`src/verilog/sec_bus_cfg_pkg.sv`:
```
// Purpose: constants and carrier types for the secondary bus config/status bank
// Assumes: byte addresses of 32-bit configuration dwords
// Notes: shared by the register bank and its bench
package sec_bus_cfg_pkg;
  // register byte addresses
  localparam logic [7:0] ADDR_IRQ_CFG = 8'h7c;
  localparam logic [7:0] ADDR_CAP_STS = 8'h80;
  localparam logic [7:0] ADDR_EVT_STS = 8'ha0;
  localparam logic [7:0] ADDR_EVT_MASK = 8'ha4;
  // fixed values
  localparam logic [7:0] CAP_ID_VAL = 8'h07;
  localparam logic [7:0] NEXT_CAP_VAL = 8'h90;
  localparam logic [7:0] PIN_FWD_VAL = 8'h01;
  localparam logic [7:0] PIN_REV_VAL = 8'h00;
  localparam logic [7:0] BYTE_ZERO = 8'h00;
  // field positions in the 0x7c dword
  localparam int ROUTE_LSB = 0;
  localparam int PIN_LSB = 8;
  localparam int MIN_BURST_LSB = 16;
  localparam int ACC_INT_LSB = 24;
  // field positions in the 0x80 dword
  localparam int CAP_ID_LSB = 0;
  localparam int NEXT_CAP_LSB = 8;
  localparam int BIT_64BIT = 16;
  localparam int BIT_HISPEED = 17;
  localparam int BIT_SC_DISCARD = 18;
  localparam int BIT_SC_UNEXP = 19;
  localparam int BIT_SC_OVERRUN = 20;
  localparam int BIT_SR_DELAYED = 21;
  localparam int CLK_CODE_LSB = 22;
  // index of each event inside the 4-bit flag groups
  localparam int EV_DISCARD = 0;
  localparam int EV_UNEXP = 1;
  localparam int EV_OVERRUN = 2;
  localparam int EV_DELAYED = 3;
  // secondary clock codes
  localparam logic [2:0] CLK_CONV = 3'h0;
  localparam logic [2:0] CLK_66 = 3'h1;
  localparam logic [2:0] CLK_133 = 3'h2;
  // reset values
  localparam logic [3:0] FLAGS_RST = 4'h0;
  localparam logic [31:0] WORD_ZERO = 32'h0000_0000;

  // register port request
  typedef struct packed {
    logic [7:0] addr;
    logic [31:0] wdata;
    logic wr;
    logic rd;
  } bus_req_t;

  // event pulses from the bridge core
  typedef struct packed {
    logic sc_discard;
    logic sc_unexpected;
    logic [15:0] sc_requester_id;
    logic sc_overrun;
    logic sr_delayed;
  } core_evt_t;
endpackage

```
`src/verilog/secondary_bus_config_status_regs.sv`:
```
// Purpose: secondary bus interrupt config, capability header and split status
// Assumes: core inputs synchronous to mclk; mode strap stable around reset
// Notes: read data appear the cycle after the read strobe
`timescale 1ns/1ps
module secondary_bus_config_status_regs (
  // clock and reset
  input wire logic mclk,
  input wire logic nrst,
  // register port
  input wire sec_bus_cfg_pkg::bus_req_t bus_req,
  output logic [31:0] rdata,
  // bridge core side
  input wire logic forward_mode_strap,
  input wire logic [15:0] own_requester_id,
  input wire logic [7:0] min_burst_value,
  input wire logic [7:0] access_interval_value,
  input wire logic [2:0] sec_clk_code,
  input wire sec_bus_cfg_pkg::core_evt_t core_evt,
  // outputs to the core and system
  output logic forward_mode,
  output logic [7:0] irq_routing,
  output logic irq
);

  typedef struct packed {
    logic fwd;
    logic strap_done;
    logic [7:0] routing;
    logic [7:0] min_burst;
    logic [7:0] access_int;
    logic [2:0] clk_code;
    logic [3:0] sts;
    logic [3:0] evt_sts;
    logic [3:0] evt_mask;
    logic [31:0] rdata;
    logic irq;
  } state_t;

  state_t st_reg;
  state_t st_next;
  logic [3:0] set_vec;
  logic [3:0] sts_clr;
  logic [3:0] evt_clr;
  logic unexp_match;

  // sticky flag update: set beats clear
  function automatic logic [3:0] w1c(input logic [3:0] cur, input logic [3:0] set,
                                     input logic [3:0] clr);
    w1c = (cur & ~clr) | set;
  endfunction

  // gather status flags from their 0x80 bit positions
  function automatic logic [3:0] sts_from_word(input logic [31:0] w);
    sts_from_word = {w[sec_bus_cfg_pkg::BIT_SR_DELAYED], w[sec_bus_cfg_pkg::BIT_SC_OVERRUN],
                     w[sec_bus_cfg_pkg::BIT_SC_UNEXP], w[sec_bus_cfg_pkg::BIT_SC_DISCARD]};
  endfunction

  // compose read value for an address
  function automatic logic [31:0] read_word(input state_t s, input logic [7:0] a);
    logic [31:0] w;
    w = sec_bus_cfg_pkg::WORD_ZERO;
    case (a)
      sec_bus_cfg_pkg::ADDR_IRQ_CFG: begin
        w[sec_bus_cfg_pkg::ROUTE_LSB +: 8] = s.routing;
        w[sec_bus_cfg_pkg::PIN_LSB +: 8] = s.fwd ? sec_bus_cfg_pkg::PIN_FWD_VAL :
                                           sec_bus_cfg_pkg::PIN_REV_VAL;
        w[sec_bus_cfg_pkg::MIN_BURST_LSB +: 8] = s.min_burst;
        w[sec_bus_cfg_pkg::ACC_INT_LSB +: 8] = s.access_int;
      end
      sec_bus_cfg_pkg::ADDR_CAP_STS: begin
        w[sec_bus_cfg_pkg::CAP_ID_LSB +: 8] = sec_bus_cfg_pkg::CAP_ID_VAL;
        w[sec_bus_cfg_pkg::NEXT_CAP_LSB +: 8] = sec_bus_cfg_pkg::NEXT_CAP_VAL;
        w[sec_bus_cfg_pkg::BIT_64BIT] = 1'b0;
        w[sec_bus_cfg_pkg::BIT_HISPEED] = s.fwd;
        w[sec_bus_cfg_pkg::BIT_SC_DISCARD] = s.sts[sec_bus_cfg_pkg::EV_DISCARD];
        w[sec_bus_cfg_pkg::BIT_SC_UNEXP] = s.sts[sec_bus_cfg_pkg::EV_UNEXP];
        w[sec_bus_cfg_pkg::BIT_SC_OVERRUN] = s.sts[sec_bus_cfg_pkg::EV_OVERRUN];
        w[sec_bus_cfg_pkg::BIT_SR_DELAYED] = s.sts[sec_bus_cfg_pkg::EV_DELAYED];
        w[sec_bus_cfg_pkg::CLK_CODE_LSB +: 3] = s.clk_code;
      end
      sec_bus_cfg_pkg::ADDR_EVT_STS: begin
        w[3:0] = s.evt_sts;
      end
      sec_bus_cfg_pkg::ADDR_EVT_MASK: begin
        w[3:0] = s.evt_mask;
      end
      default: begin
        w = sec_bus_cfg_pkg::WORD_ZERO;
      end
    endcase
    read_word = w;
  endfunction

  // requester id of an unexpected completion must name this bridge
  assign unexp_match = core_evt.sc_unexpected &&
                       (core_evt.sc_requester_id == own_requester_id);

  // next state
  always_comb begin
    st_next = st_reg;
    set_vec = sec_bus_cfg_pkg::FLAGS_RST;
    sts_clr = sec_bus_cfg_pkg::FLAGS_RST;
    evt_clr = sec_bus_cfg_pkg::FLAGS_RST;
    // mode strap taken once, the first cycle after reset release
    if (!st_reg.strap_done) begin
      st_next.fwd = forward_mode_strap;
      st_next.strap_done = 1'b1;
    end
    // mode-qualified read-only values, zero in reverse mode
    if (st_reg.strap_done && st_reg.fwd) begin
      st_next.min_burst = min_burst_value;
      st_next.access_int = access_interval_value;
      if (sec_clk_code == sec_bus_cfg_pkg::CLK_66 || sec_clk_code == sec_bus_cfg_pkg::CLK_133) begin
        st_next.clk_code = sec_clk_code;
      end else begin
        st_next.clk_code = sec_bus_cfg_pkg::CLK_CONV;
      end
    end else begin
      st_next.min_burst = sec_bus_cfg_pkg::BYTE_ZERO;
      st_next.access_int = sec_bus_cfg_pkg::BYTE_ZERO;
      st_next.clk_code = sec_bus_cfg_pkg::CLK_CONV;
    end
    // event qualification by mode
    if (st_reg.strap_done) begin
      set_vec[sec_bus_cfg_pkg::EV_DISCARD] = st_reg.fwd && core_evt.sc_discard;
      set_vec[sec_bus_cfg_pkg::EV_UNEXP] = !st_reg.fwd && unexp_match;
      set_vec[sec_bus_cfg_pkg::EV_OVERRUN] = core_evt.sc_overrun;
      set_vec[sec_bus_cfg_pkg::EV_DELAYED] = core_evt.sr_delayed;
    end
    // register writes
    if (bus_req.wr) begin
      case (bus_req.addr)
        sec_bus_cfg_pkg::ADDR_IRQ_CFG: begin
          if (st_reg.fwd) begin
            st_next.routing = bus_req.wdata[sec_bus_cfg_pkg::ROUTE_LSB +: 8];
          end
        end
        sec_bus_cfg_pkg::ADDR_CAP_STS: begin
          sts_clr = sts_from_word(bus_req.wdata);
        end
        sec_bus_cfg_pkg::ADDR_EVT_STS: begin
          evt_clr = bus_req.wdata[3:0];
        end
        sec_bus_cfg_pkg::ADDR_EVT_MASK: begin
          st_next.evt_mask = bus_req.wdata[3:0];
        end
        default: begin
          st_next.evt_mask = st_reg.evt_mask;
        end
      endcase
    end
    // sticky flags, the mode-illegal ones stay zero
    st_next.sts = w1c(st_reg.sts, set_vec, sts_clr);
    if (!st_reg.fwd) begin
      st_next.sts[sec_bus_cfg_pkg::EV_DISCARD] = 1'b0;
    end else begin
      st_next.sts[sec_bus_cfg_pkg::EV_UNEXP] = 1'b0;
    end
    st_next.evt_sts = w1c(st_reg.evt_sts, set_vec, evt_clr);
    // interrupt level from next flags so it tracks them without lag
    st_next.irq = |(st_next.evt_sts & st_next.evt_mask);
    // read data, valid the cycle after the strobe only
    if (bus_req.rd) begin
      st_next.rdata = read_word(st_reg, bus_req.addr);
    end else begin
      st_next.rdata = sec_bus_cfg_pkg::WORD_ZERO;
    end
  end

  // state register
  always_ff @(posedge mclk or negedge nrst) begin
    if (!nrst) begin
      st_reg.fwd <= 1'b0;
      st_reg.strap_done <= 1'b0;
      st_reg.routing <= sec_bus_cfg_pkg::BYTE_ZERO;
      st_reg.min_burst <= sec_bus_cfg_pkg::BYTE_ZERO;
      st_reg.access_int <= sec_bus_cfg_pkg::BYTE_ZERO;
      st_reg.clk_code <= sec_bus_cfg_pkg::CLK_CONV;
      st_reg.sts <= sec_bus_cfg_pkg::FLAGS_RST;
      st_reg.evt_sts <= sec_bus_cfg_pkg::FLAGS_RST;
      st_reg.evt_mask <= sec_bus_cfg_pkg::FLAGS_RST;
      st_reg.rdata <= sec_bus_cfg_pkg::WORD_ZERO;
      st_reg.irq <= 1'b0;
    end else begin
      st_reg <= st_next;
    end
  end

  // outputs straight from flip-flops
  assign rdata = st_reg.rdata;
  assign forward_mode = st_reg.fwd;
  assign irq_routing = st_reg.routing;
  assign irq = st_reg.irq;

endmodule

```
`config.mk`:
```
export PLATFORM = sky130hd
export DESIGN_NAME = secondary_bus_config_status_regs
export DESIGN_NICKNAME = d
export VERILOG_FILES = /design/src/verilog/sec_bus_cfg_pkg.sv /design/src/verilog/secondary_bus_config_status_regs.sv
export SDC_FILE = /design/constraint.sdc
export NUM_CORES = 1
export LEC_CHECK = 0
export ABC_AREA = 1
export BUFFER_PORTS_ARGS = -buffer_cell sky130_fd_sc_hd__buf_2
export CELL_PAD_IN_SITES_DETAIL_PLACEMENT = 1
export CELL_PAD_IN_SITES_GLOBAL_PLACEMENT = 2
export CORE_ASPECT_RATIO = 1.5
export CORE_MARGIN = 2
export CORE_UTILIZATION = 24
export DETAILED_ROUTE_END_ITERATION = 12
export GPL_TIMING_DRIVEN = 0
export PLACE_DENSITY_LB_ADDON = 0.1
export RECOVER_POWER = 25
export SYNTH_ARGS = -nofsm -noshare
export SYNTH_HDL_FRONTEND = slang
export SYNTH_SLANG_ARGS = --single-unit
```
`constraint.sdc`:
```
create_clock -name mclk -period 1.2 [get_ports mclk]
set_input_delay 0.12 -clock mclk [delete_from_list [all_inputs] [get_ports mclk]]
set_output_delay 0.12 -clock mclk [all_outputs]
set_load 0.01 [all_outputs]
```
==> impl_metrics.env, run 1 <==
export IMPL_status="completed"
export IMPL_synthXorXnorAreaFrac_pct=2.12
export IMPL_routabilityCongestion=0.778
export IMPL_yosys_warnings=0
export IMPL_r2r_end="irq$_DFF_PN0_"
export IMPL_peakVddDrop_uv=463
export IMPL_avgSynthCellArea_um2=8.32
export IMPL_largest_register_ffs=32
export IMPL_synth_seq_area_share_pct=51.4
export IMPL_clock_latency_ns=0.33
export IMPL_timing_final_hold_violations=0
export IMPL_cp_arrival_ns=1.43
export IMPL_antenna_cells=0
export IMPL_hp_start="min_burst_value[6]"
export IMPL_drv_cap=0
export IMPL_routed_via_density=4.02
export IMPL_synth_top_flop_cell="dfrtp_1"
export IMPL_finalSetupViolations=0
export IMPL_clock_sink_count=68
export IMPL_seqPwrFrac_pct=43.0
export IMPL_crit_path_start="forward_mode$_DFFE_PN0N_"
export IMPL_leakage_nw=2.67
export IMPL_crit_type="flip-flop to flip-flop"
export IMPL_synth_most_common_cell="nand2_1"
export IMPL_cts_buffer_depth=2
export IMPL_p_total_mw=5.51
export IMPL_ys_seq_elements=68
export IMPL_initial_core_util_pct=24.6
export IMPL_grt_ovfl_total=0
export IMPL_crit_slowest_cell="dfrtp_1"
export IMPL_core_mm2=0.0135
export IMPL_power_density_mw_per_mm2=1190
export IMPL_p_int_mw=4.20
export IMPL_synth_area_leaders="dfrtp_1, nand2_1, buf_4"
export IMPL_grt_busiest_layer="met2"
export IMPL_slew_headroom_pct=57.4
export IMPL_wirelength_mm=8.70
export IMPL_swShare_pct=23.8
export IMPL_synth_area_mm2=0.00331
export IMPL_netlist_instances=398
export IMPL_syn_to_final_growth_pct=40.0
export IMPL_whs_path_depth=3
export IMPL_fin_nets=646
export IMPL_n_fill_cell=1629
export IMPL_crit_fanout=5
export IMPL_grtUsageTotal_pct=12.5
export IMPL_grt_use_met1_pct=13.4
export IMPL_synth_edf_count=0
export IMPL_synth_top_family_by_area="simple AND/OR/NAND/NOR gates"
export IMPL_fin_setup_tns_ns=0
export IMPL_drc=0
export IMPL_clock_skew_ns=0.00720
export IMPL_reg2reg_depth=8
export IMPL_synthSimpleGateAreaFrac_pct=24.7
export IMPL_period_minus_slack_ns=1.17
export IMPL_synth_fa_ha_area_share_pct=0
export IMPL_vias=2867
export IMPL_hold_path_class="primary input to flip-flop"
export IMPL_ys_async_sr_fraction_pct=100
export IMPL_worstReg2RegStart="forward_mode$_DFFE_PN0N_"
export IMPL_p_switching_mw=1.31
export IMPL_grtUsageMet2_pct=22.5
export IMPL_numCtsBuffers=9
export IMPL_rsz0062_at_grt="true"
export IMPL_root_buffer="clkbuf_16"
export IMPL_layout_worst_path_cycle_share_pct=97.1
export IMPL_synth_compound_area_share_pct=3.71
export IMPL_met3_usage_pct=2.98
export IMPL_drtIter0Drc=72
export IMPL_worstSetupEndpointType="flip-flop"
export IMPL_synth_cell_type_count=28
export IMPL_pwr_share_comb_pct=9.9
export IMPL_dieArea_mm2=0.0148
export IMPL_required_ns=1.47
export IMPL_grt_pass1_vias=3044
export IMPL_cts_max_level=3
export IMPL_die_y_um=148
export IMPL_fp_dieW_um=99.9
export IMPL_grt_max_degree=69
export IMPL_tightest_slew_ns=0.639
export IMPL_dp_hpwl_mm=6.65
export IMPL_ios=142
export IMPL_drive_gt1_share_pct=37.6
export IMPL_antenna_found_initial=0
export IMPL_p_clk_share_pct=47.1
export IMPL_synthTopCellsByCount="nand2_1, dfrtp_1, inv_1"
export IMPL_path_clk_slew_ns=0.06
export IMPL_slew_viol_final=0
export IMPL_ff2ff_setup_slack_ns=0.03
export IMPL_grt_pass1_wl_mm=14.1
export IMPL_hold_end="st_reg[62]$_DFF_PN0_"
export IMPL_cp_start_kind="flip-flop"
export IMPL_drtAntennaViolNets=0
export IMPL_std_cell_rows=52
export IMPL_firstDrtPassIters=4
export IMPL_slowest_delay_ns=0.39
export IMPL_crit_chain="buf_8 > nor2_4 > nand3_2 > nor2_2 > nand3_2 > nand2_2 > nand2_1 > nand2_1"
export IMPL_max_freq_mhz=858
export IMPL_port_buffers=116
export IMPL_wire_per_inst_um=12.2
export IMPL_muxShareOfSynthArea_pct=0
export IMPL_cts_tree="yes"
export IMPL_synth_top_cell_by_area="dfrtp_1"
export IMPL_post_synth_top_area_fraction_pct=51.4
==> power groups by stage <==
stage | sequential, mW | clock (mW) | combinational (mW)
finish | 2.37 | 2.60 | 0.545
global route | 2.38 | 2.77 | 0.624
CTS | 2.37 | 2.68 | 0.563
detailed placement | 2.41 | 0 | 0.510
global placement | 2.41 | 0 | 0.485
floorplan | 2.41 | 0 | 0.223
==> cell type report <==
class	count	area (um^2)	share of cell area, %
Sequential cell	68	1700	36.7
Tap cell	162	203	4.37
Clock inverter	6	63.8	1.38
Inverter	64	240	5.18
Multi-Input combinational cell	223	1080	23.2
Timing Repair Buffer	132	752	16.2
Buffer	48	367	7.91
Clock buffer	10	229	4.94
==> worst max-delay path, delay by kind of cell, from the launching register on <==
family                 cells  cell delay, ns
buffers and inverters      1            0.15
AND/OR/NAND/NOR            7            0.56
flip-flops                 1            0.39
==> per-layer routing <==
layer / part of all wire [%] / vias to the layer above
met3: 6.0 / 14
met2: 52 / 93
met1: 39 / 1318
met4: 2.6 / 0
li1: - / 1442
met5: 0 / -
==> cell families (layout without fill, tap and decap cells) <==
logic type	after synthesis	after routing
xor gates and xnor gates	8	8
other	2	7
and+or+nand+nor	190	190
AOI/OAI and AO/OA	18	18
DFF	68	68
buffers and inverters	112	260
==> cells in the final DEF, fill, tap and decap left out, types with 5 or more instances in the layout <==
master           n
buf_2          117
nand2_1         94
dfrtp_1         67
inv_1           63
nor2_1          47
buf_4           42
nand3_1         27
dlygate4sd3_1   13
clkbuf_16        9
xnor2_1          7
conb_1           7
a21oi_1          5
==> how the worst max path moves through the flow <==
stage                     depth (start not counted)                          to  slack, ns
final                                             8               irq$_DFF_PN0_       0.03
after global routing                              8               irq$_DFF_PN0_      -0.05
after global placement                            1         rdata[23]$_DFF_PN0_      -0.41
after detailed placement                          4        st_reg[54]$_DFF_PN0_      -0.34
after CTS                                         8               irq$_DFF_PN0_     -0.002
after floorplan                                   5  irq_routing[2]$_DFFE_PN0P_       0.03
==> per-stage QoR <==
| step | hold WS [ns] | cell area [um^2] | util, % | setup WS [ns] | std cells |
|---|---|---|---|---|---|
| 2_1_floorplan | -0.176 | 3330 | - | 0.0316 | 403 |
| 3_3_place_gp | 0.295 | 4110 | 30.5 | -0.407 | 681 |
| 3_5_place_dp | 0.161 | 4140 | 30.8 | -0.344 | 682 |
| 4_1_cts | 0.0000639 | 4610 | 34.2 | -0.00187 | 712 |
| 5_1_grt | 0.00944 | 4630 | 34.4 | -0.0548 | 713 |
| 6_report | 0.0108 | 4630 | 34.4 | 0.0345 | 713 |
==> what timing repair did <==
action	in CTS	in global routing
hold buffers	13	0
endpoints found under the setup margin	30	22
endpoints found under the hold margin	80	0
buffers inserted	1	1
gates resized for setup	11	7
pin swaps	5	5
Note: power is estimated with default switching activity, not from simulation.
==> run 2, diff against run 1 <==
--- a/config.mk
+++ b/config.mk
@@ -16,6 +16,7 @@
 export GPL_TIMING_DRIVEN = 0
 export PLACE_DENSITY_LB_ADDON = 0.1
 export RECOVER_POWER = 25
+export SETUP_SLACK_MARGIN = 0.3
 export SYNTH_ARGS = -nofsm -noshare
 export SYNTH_HDL_FRONTEND = slang
 export SYNTH_SLANG_ARGS = --single-unit
==> run 2 against run 1 <==
Core utilization grew 7.9 points; via count grew 5.5%; final area grew 23%; critical path depth shrank 5; sequential power is essentially flat; combinational power grew 30%; sequential share of layout area shrank 6.9 points; maximum frequency shrank 3.4%; largest cell class is now non-clock buffers; hold slack lost 0.0067 ns; critical endpoint is now forward_mode; the flow now finishes with violations (setup timing).
==> impl_metrics.env, run 2 (synthesis results as in run 1) <==
export IMPL_status="complete, but fails checks"
export IMPL_violations="setup timing"
export IMPL_final_cell_mix="nand2_1, buf_6, buf_2"
export IMPL_vias=3026
export IMPL_period_minus_slack_ns=1.21
export IMPL_initial_core_util_pct=24.6
export IMPL_drtIter0Drc=50
export IMPL_root_buffer="clkbuf_16"
export IMPL_fp_dieW_um=99.9
export IMPL_grtUsageMet2_pct=24.9
export IMPL_wirelength_mm=9.46
export IMPL_drv_cap=0
export IMPL_required_ns=1.08
export IMPL_slew_viol_final=0
export IMPL_worstSetupEndpointType="output pin"
export IMPL_multi_input_area_mm2=0.00138
export IMPL_dieArea_mm2=0.0148
export IMPL_power_density_mw_per_mm2=1090
export IMPL_fin_nets=669
export IMPL_grt_pass1_wl_mm=15.2
export IMPL_antenna_cells=0
export IMPL_grt_ovfl_total=0
export IMPL_regArea_mm2=0.00170
export IMPL_clock_latency_ns=0.33
export IMPL_grtUsageTotal_pct=13.3
export IMPL_cts_buffer_depth=2
export IMPL_routabilityCongestion=0.739
export IMPL_routed_via_density=4.11
export IMPL_largest_register_ffs=32
export IMPL_clock_sink_count=68
export IMPL_max_freq_mhz=829
export IMPL_cp_start_kind="flip-flop"
export IMPL_mostFrequentLayoutCell="nand2_1"
export IMPL_n_fill_cell=1536
export IMPL_grt_pass1_vias=3282
export IMPL_finalSetupViolations=1
export IMPL_drive_gt1_share_pct=49.5
export IMPL_p_total_mw=6.23
export IMPL_crit_type="flip-flop to output pin"
export IMPL_grt_busiest_layer="met2"
export IMPL_fin_ws_ns=-0.00627
export IMPL_firstDrtPassIters=4
export IMPL_slew_headroom_pct=57.2
export IMPL_place_ws_ns=-0.348
export IMPL_antenna_found_initial=0
export IMPL_core_mm2=0.0135
export IMPL_rsz0062_at_grt="true"
export IMPL_cts_tree="yes"
export IMPL_wire_per_inst_um=12.8
export IMPL_cts_max_level=3
export IMPL_tightest_slew_ns=0.643
export IMPL_cp_arrival_ns=1.09
export IMPL_grt_max_degree=69
export IMPL_peakVddDrop_uv=683
export IMPL_crit_fanout=2
export IMPL_leakage_nw=3.01
export IMPL_hold_path_class="primary input to flip-flop"
export IMPL_die_y_um=148
export IMPL_layout_worst_path_cycle_share_pct=101
export IMPL_drtAntennaViolNets=0
export IMPL_met3_usage_pct=3.40
export IMPL_port_buffers=116
export IMPL_numCtsBuffers=9
export IMPL_dp_hpwl_mm=6.75
export IMPL_path_clk_slew_ns=0.06
export IMPL_drc=0
export IMPL_std_cell_rows=52
export IMPL_clock_skew_ns=0.00481
export IMPL_timing_final_hold_violations=0
export IMPL_syn_to_final_growth_pct=72.3
export IMPL_ios=142
export IMPL_grt_use_met1_pct=14.2
## run 2: power breakdown
part	switching, mW	total (mW)	internal [mW]
clock	0.997	3.15	2.15
sequential	0.0268	2.37	2.35
combinational	0.359	0.708	0.349
## run 2: metrics by stage
stage          hold WS, ns  instance area (um^2)  std cells   TNS, ns  utilization, %
6_report           0.00416                  5700        736  -0.00627            42.3
5_1_grt            0.00860                  5700        736    -0.136            42.3
4_1_cts          0.0000878                  5400        725   -0.0402            40.1
3_5_place_dp         0.160                  4220        682     -4.54            31.3
3_3_place_gp         0.296                  4190        681    -31.13            31.1
2_1_floorplan       -0.176                  3410        403         0               -
## run 2: repair_timing
| action | CTS | global route |
|---|---|---|
| hold buffers | 9 | 0 |
| gates resized for setup | 120 | 58 |
| setup endpoints to repair | 88 | 96 |
| gates cloned | 2 | 1 |
| buffers inserted | 16 | 10 |
| pin swaps | 22 | 21 |
| endpoints found under the hold margin | 76 | 0 |
## run 2: layer usage
| layer | wire length (um) | vias up |
|---|---|---|
| met5 | 0 | - |
| met4 | 157 | 0 |
| met3 | 505 | 13 |
| met2 | 5330 | 86 |
| met1 | 3470 | 1437 |
| li1 | - | 1490 |
## run 2: final timing paths
| path | start | to | slack (ns) | cells after the start |
|---|---|---|---|---|
| min reg2reg | st_reg[45]$_DFF_PN0_ | rdata[22]$_DFF_PN0_ | 0.45 | 2 |
| min | access_interval_value[0] | st_reg[48]$_DFF_PN0_ | 0.004 | 3 |
| max | forward_mode$_DFFE_PN0N_ | forward_mode | -0.006 | 3 |
| max in group asynchronous | nrst | st_reg[72]$_DFF_PN0_ | 0.27 | 3 |
| max reg2reg | forward_mode$_DFFE_PN0N_ | irq_routing[2]$_DFFE_PN0P_ | 0.02 | 6 |
| min in group asynchronous | nrst | irq_routing[4]$_DFFE_PN0P_ | 0.44 | 3 |
## run 2: layout make-up
class	count	area share [%]
clock buffer	11	4.43
timing repair buffer	155	22.2
tap	162	3.55
buffer	48	9.61
inverter	64	4.39
sequential	68	29.9
multi-input combinational	223	24.1
clock inverter	5	1.86
## run 2: critical path, stage by stage, from the launching register on
cell	delay (ns)
dfrtp_1	0.40
buf_4	0.14
buf_6	0.10
buf_6	0.11
==> run 3, diff against run 2 <==
--- a/config.mk
+++ b/config.mk
@@ -6,13 +6,13 @@
 export NUM_CORES = 1
 export LEC_CHECK = 0
 export ABC_AREA = 1
-export BUFFER_PORTS_ARGS = -buffer_cell sky130_fd_sc_hd__buf_2
 export CELL_PAD_IN_SITES_DETAIL_PLACEMENT = 1
 export CELL_PAD_IN_SITES_GLOBAL_PLACEMENT = 2
 export CORE_ASPECT_RATIO = 1.5
 export CORE_MARGIN = 2
-export CORE_UTILIZATION = 24
+export CORE_UTILIZATION = 31
 export DETAILED_ROUTE_END_ITERATION = 12
+export DONT_BUFFER_PORTS = 1
 export GPL_TIMING_DRIVEN = 0
 export PLACE_DENSITY_LB_ADDON = 0.1
 export RECOVER_POWER = 25
==> run 3 against run 2 <==
Highest routed layer unchanged; combinational power is 29% lower; core utilization is 3.3 points higher; non-clock buffer count is 97 lower; the flow finishes with violations (hold timing, setup timing); final cell count is 16% lower; first-iteration DRC count is 36% lower; maximum frequency is 3.9% lower; sequential share of layout area is 5.8 points higher.
==> impl_metrics.env, run 3 (synthesis results as in run 1) <==
export IMPL_max_freq_mhz=797
export IMPL_path_clk_slew_ns=0.06
export IMPL_drive_gt1_share_pct=30.2
export IMPL_status="complete, but fails checks"
export IMPL_numCtsBuffers=9
export IMPL_dieArea_mm2=0.0115
export IMPL_antenna_found_initial=0
export IMPL_crit_type="flip-flop to flip-flop"
export IMPL_violations="hold timing, setup timing"
export IMPL_root_buffer="clkbuf_16"
export IMPL_routed_via_density=4.23
export IMPL_cts_buffer_depth=2
export IMPL_mostFrequentLayoutCell="nand2_1"
export IMPL_pwr_share_comb_pct=9.2
export IMPL_slew_viol_final=0
export IMPL_hold_slack_ns=-0.517
export IMPL_grt_ovfl_total=0
export IMPL_period_minus_slack_ns=1.26
export IMPL_cp_arrival_ns=1.48
export IMPL_slew_headroom_pct=63.5
export IMPL_antenna_cells=0
export IMPL_core_mm2=0.0105
export IMPL_firstDrtPassIters=4
export IMPL_crit_path_start="forward_mode$_DFFE_PN0N_"
export IMPL_final_cell_mix="nand2_1, dfrtp_1, inv_1"
export IMPL_largest_register_ffs=32
export IMPL_routabilityCongestion=0.727
export IMPL_clock_sink_count=68
export IMPL_grt_max_degree=69
export IMPL_drtAntennaViolNets=0
export IMPL_timing_final_hold_violations=72
export IMPL_p_switching_mw=1.25
export IMPL_drv_cap=0
export IMPL_wire_per_inst_um=13.5
export IMPL_cp_start_kind="flip-flop"
export IMPL_fin_nets=572
export IMPL_p_int_mw=4.22
export IMPL_drtIter0Drc=32
export IMPL_rsz0062_at_grt="true"
export IMPL_grt_pass1_wl_mm=12.9
export IMPL_crit_fanout=8
export IMPL_fp_dieW_um=88.4
export IMPL_worstReg2RegStart="forward_mode$_DFFE_PN0N_"
export IMPL_fin_ws_ns=-0.0552
export IMPL_swShare_pct=22.8
export IMPL_required_ns=1.42
export IMPL_clock_latency_ns=0.33
export IMPL_dp_hpwl_mm=5.77
export IMPL_syn_to_final_growth_pct=44.6
export IMPL_initial_core_util_pct=31.6
export IMPL_vias=2626
export IMPL_std_cell_rows=46
export IMPL_layout_worst_path_cycle_share_pct=105
export IMPL_port_buffers=0
export IMPL_peakVddDrop_uv=669
export IMPL_die_y_um=131
export IMPL_ios=142
export IMPL_tightest_slew_ns=0.548
export IMPL_power_density_mw_per_mm2=1140
export IMPL_cts_tree="yes"
export IMPL_n_fill_cell=1226
export IMPL_finalSetupViolations=16
export IMPL_grtUsageTotal_pct=14.9
export IMPL_leakage_nw=2.46
export IMPL_wirelength_mm=8.41
export IMPL_p_clk_share_pct=47.3
export IMPL_worstSetupEndpointType="flip-flop"
export IMPL_hold_path_class="primary input to asynchronous set/reset pin"
export IMPL_drc=0
export IMPL_grt_pass1_vias=2696
export IMPL_cts_max_level=3
export IMPL_clock_skew_ns=0.00650
export IMPL_seqPwrFrac_pct=43.5
export IMPL_fin_setup_tns_ns=-0.439
## run 3: final timing paths
check                                              to  slack [ns]  cells after the start
setup / recovery                 st_reg[56]$_DFF_PN0_       -0.06                      6
hold / removal             irq_routing[4]$_DFFE_PN0P_       -0.52                      0
min in group mclk                st_reg[43]$_DFF_PN0_       -0.04                      2
max in group asynchronous         rdata[15]$_DFF_PN0_        1.62                      0
hold reg to reg                   rdata[22]$_DFF_PN0_        0.45                      2
setup reg to reg                 st_reg[56]$_DFF_PN0_       -0.06                      6
## run 3: worst max-delay path: stages (launching register included)
cell,delay [ns]
dfrtp_2,0.44
buf_8,0.15
buf_4,0.13
buf_6,0.12
nand2_8,0.11
clkbuf_16,0.15
nor2_1,0.04
## run 3: area by class of cell
type	instances	area [um^2]	area share [%]
Buffer	48	529	11.1
Clock buffer	10	229	4.79
Tap cell	144	180	3.77
Clock inverter	6	65.1	1.36
Timing Repair Buffer	58	593	12.4
Inverter	64	251	5.26
Multi-Input combinational cell	223	1230	25.8
Sequential cell	68	1700	35.6
## run 3: metal layers
metal	track usage, %	vias to the layer above	wire length (um)
li1	-	1291	-
met1	17.0	1240	3290
met2	26.2	87	4490
met3	4.15	8	482
met4	5.61	0	141
met5	0	-	0
## run 3: per-stage QoR
stage	instances	instance area (um^2)	power [mW]	setup WS, ns	util [%]
6_report	621	4780	5.47	-0.0552	45.7
5_1_grt	621	4780	5.71	-0.0959	45.7
4_1_cts	605	4540	5.47	-0.0687	43.4
3_5_place_dp	547	3590	2.71	-0.180	34.2
3_3_place_gp	547	3590	2.70	-0.174	34.2
2_1_floorplan	403	3410	2.65	0.103	-
## run 3: power groups by stage
| stage | combinational [mW] | clock, mW | sequential (mW) |
|---|---|---|---|
| after global placement | 0.288 | 0 | 2.42 |
| after global routing | 0.564 | 2.76 | 2.38 |
| after CTS | 0.444 | 2.65 | 2.38 |
| after floorplan | 0.242 | 0 | 2.41 |
| after detailed placement | 0.294 | 0 | 2.42 |
| final | 0.505 | 2.59 | 2.38 |
## run 3: timing repair
item	4_1_cts	5_1_grt
gates resized for setup	66	31
cloned	1	1
endpoints found under the hold margin	106	69
buffers inserted	9	14
hold buffers	32	1
pin swaps	5	14
setup endpoints to repair	68	86
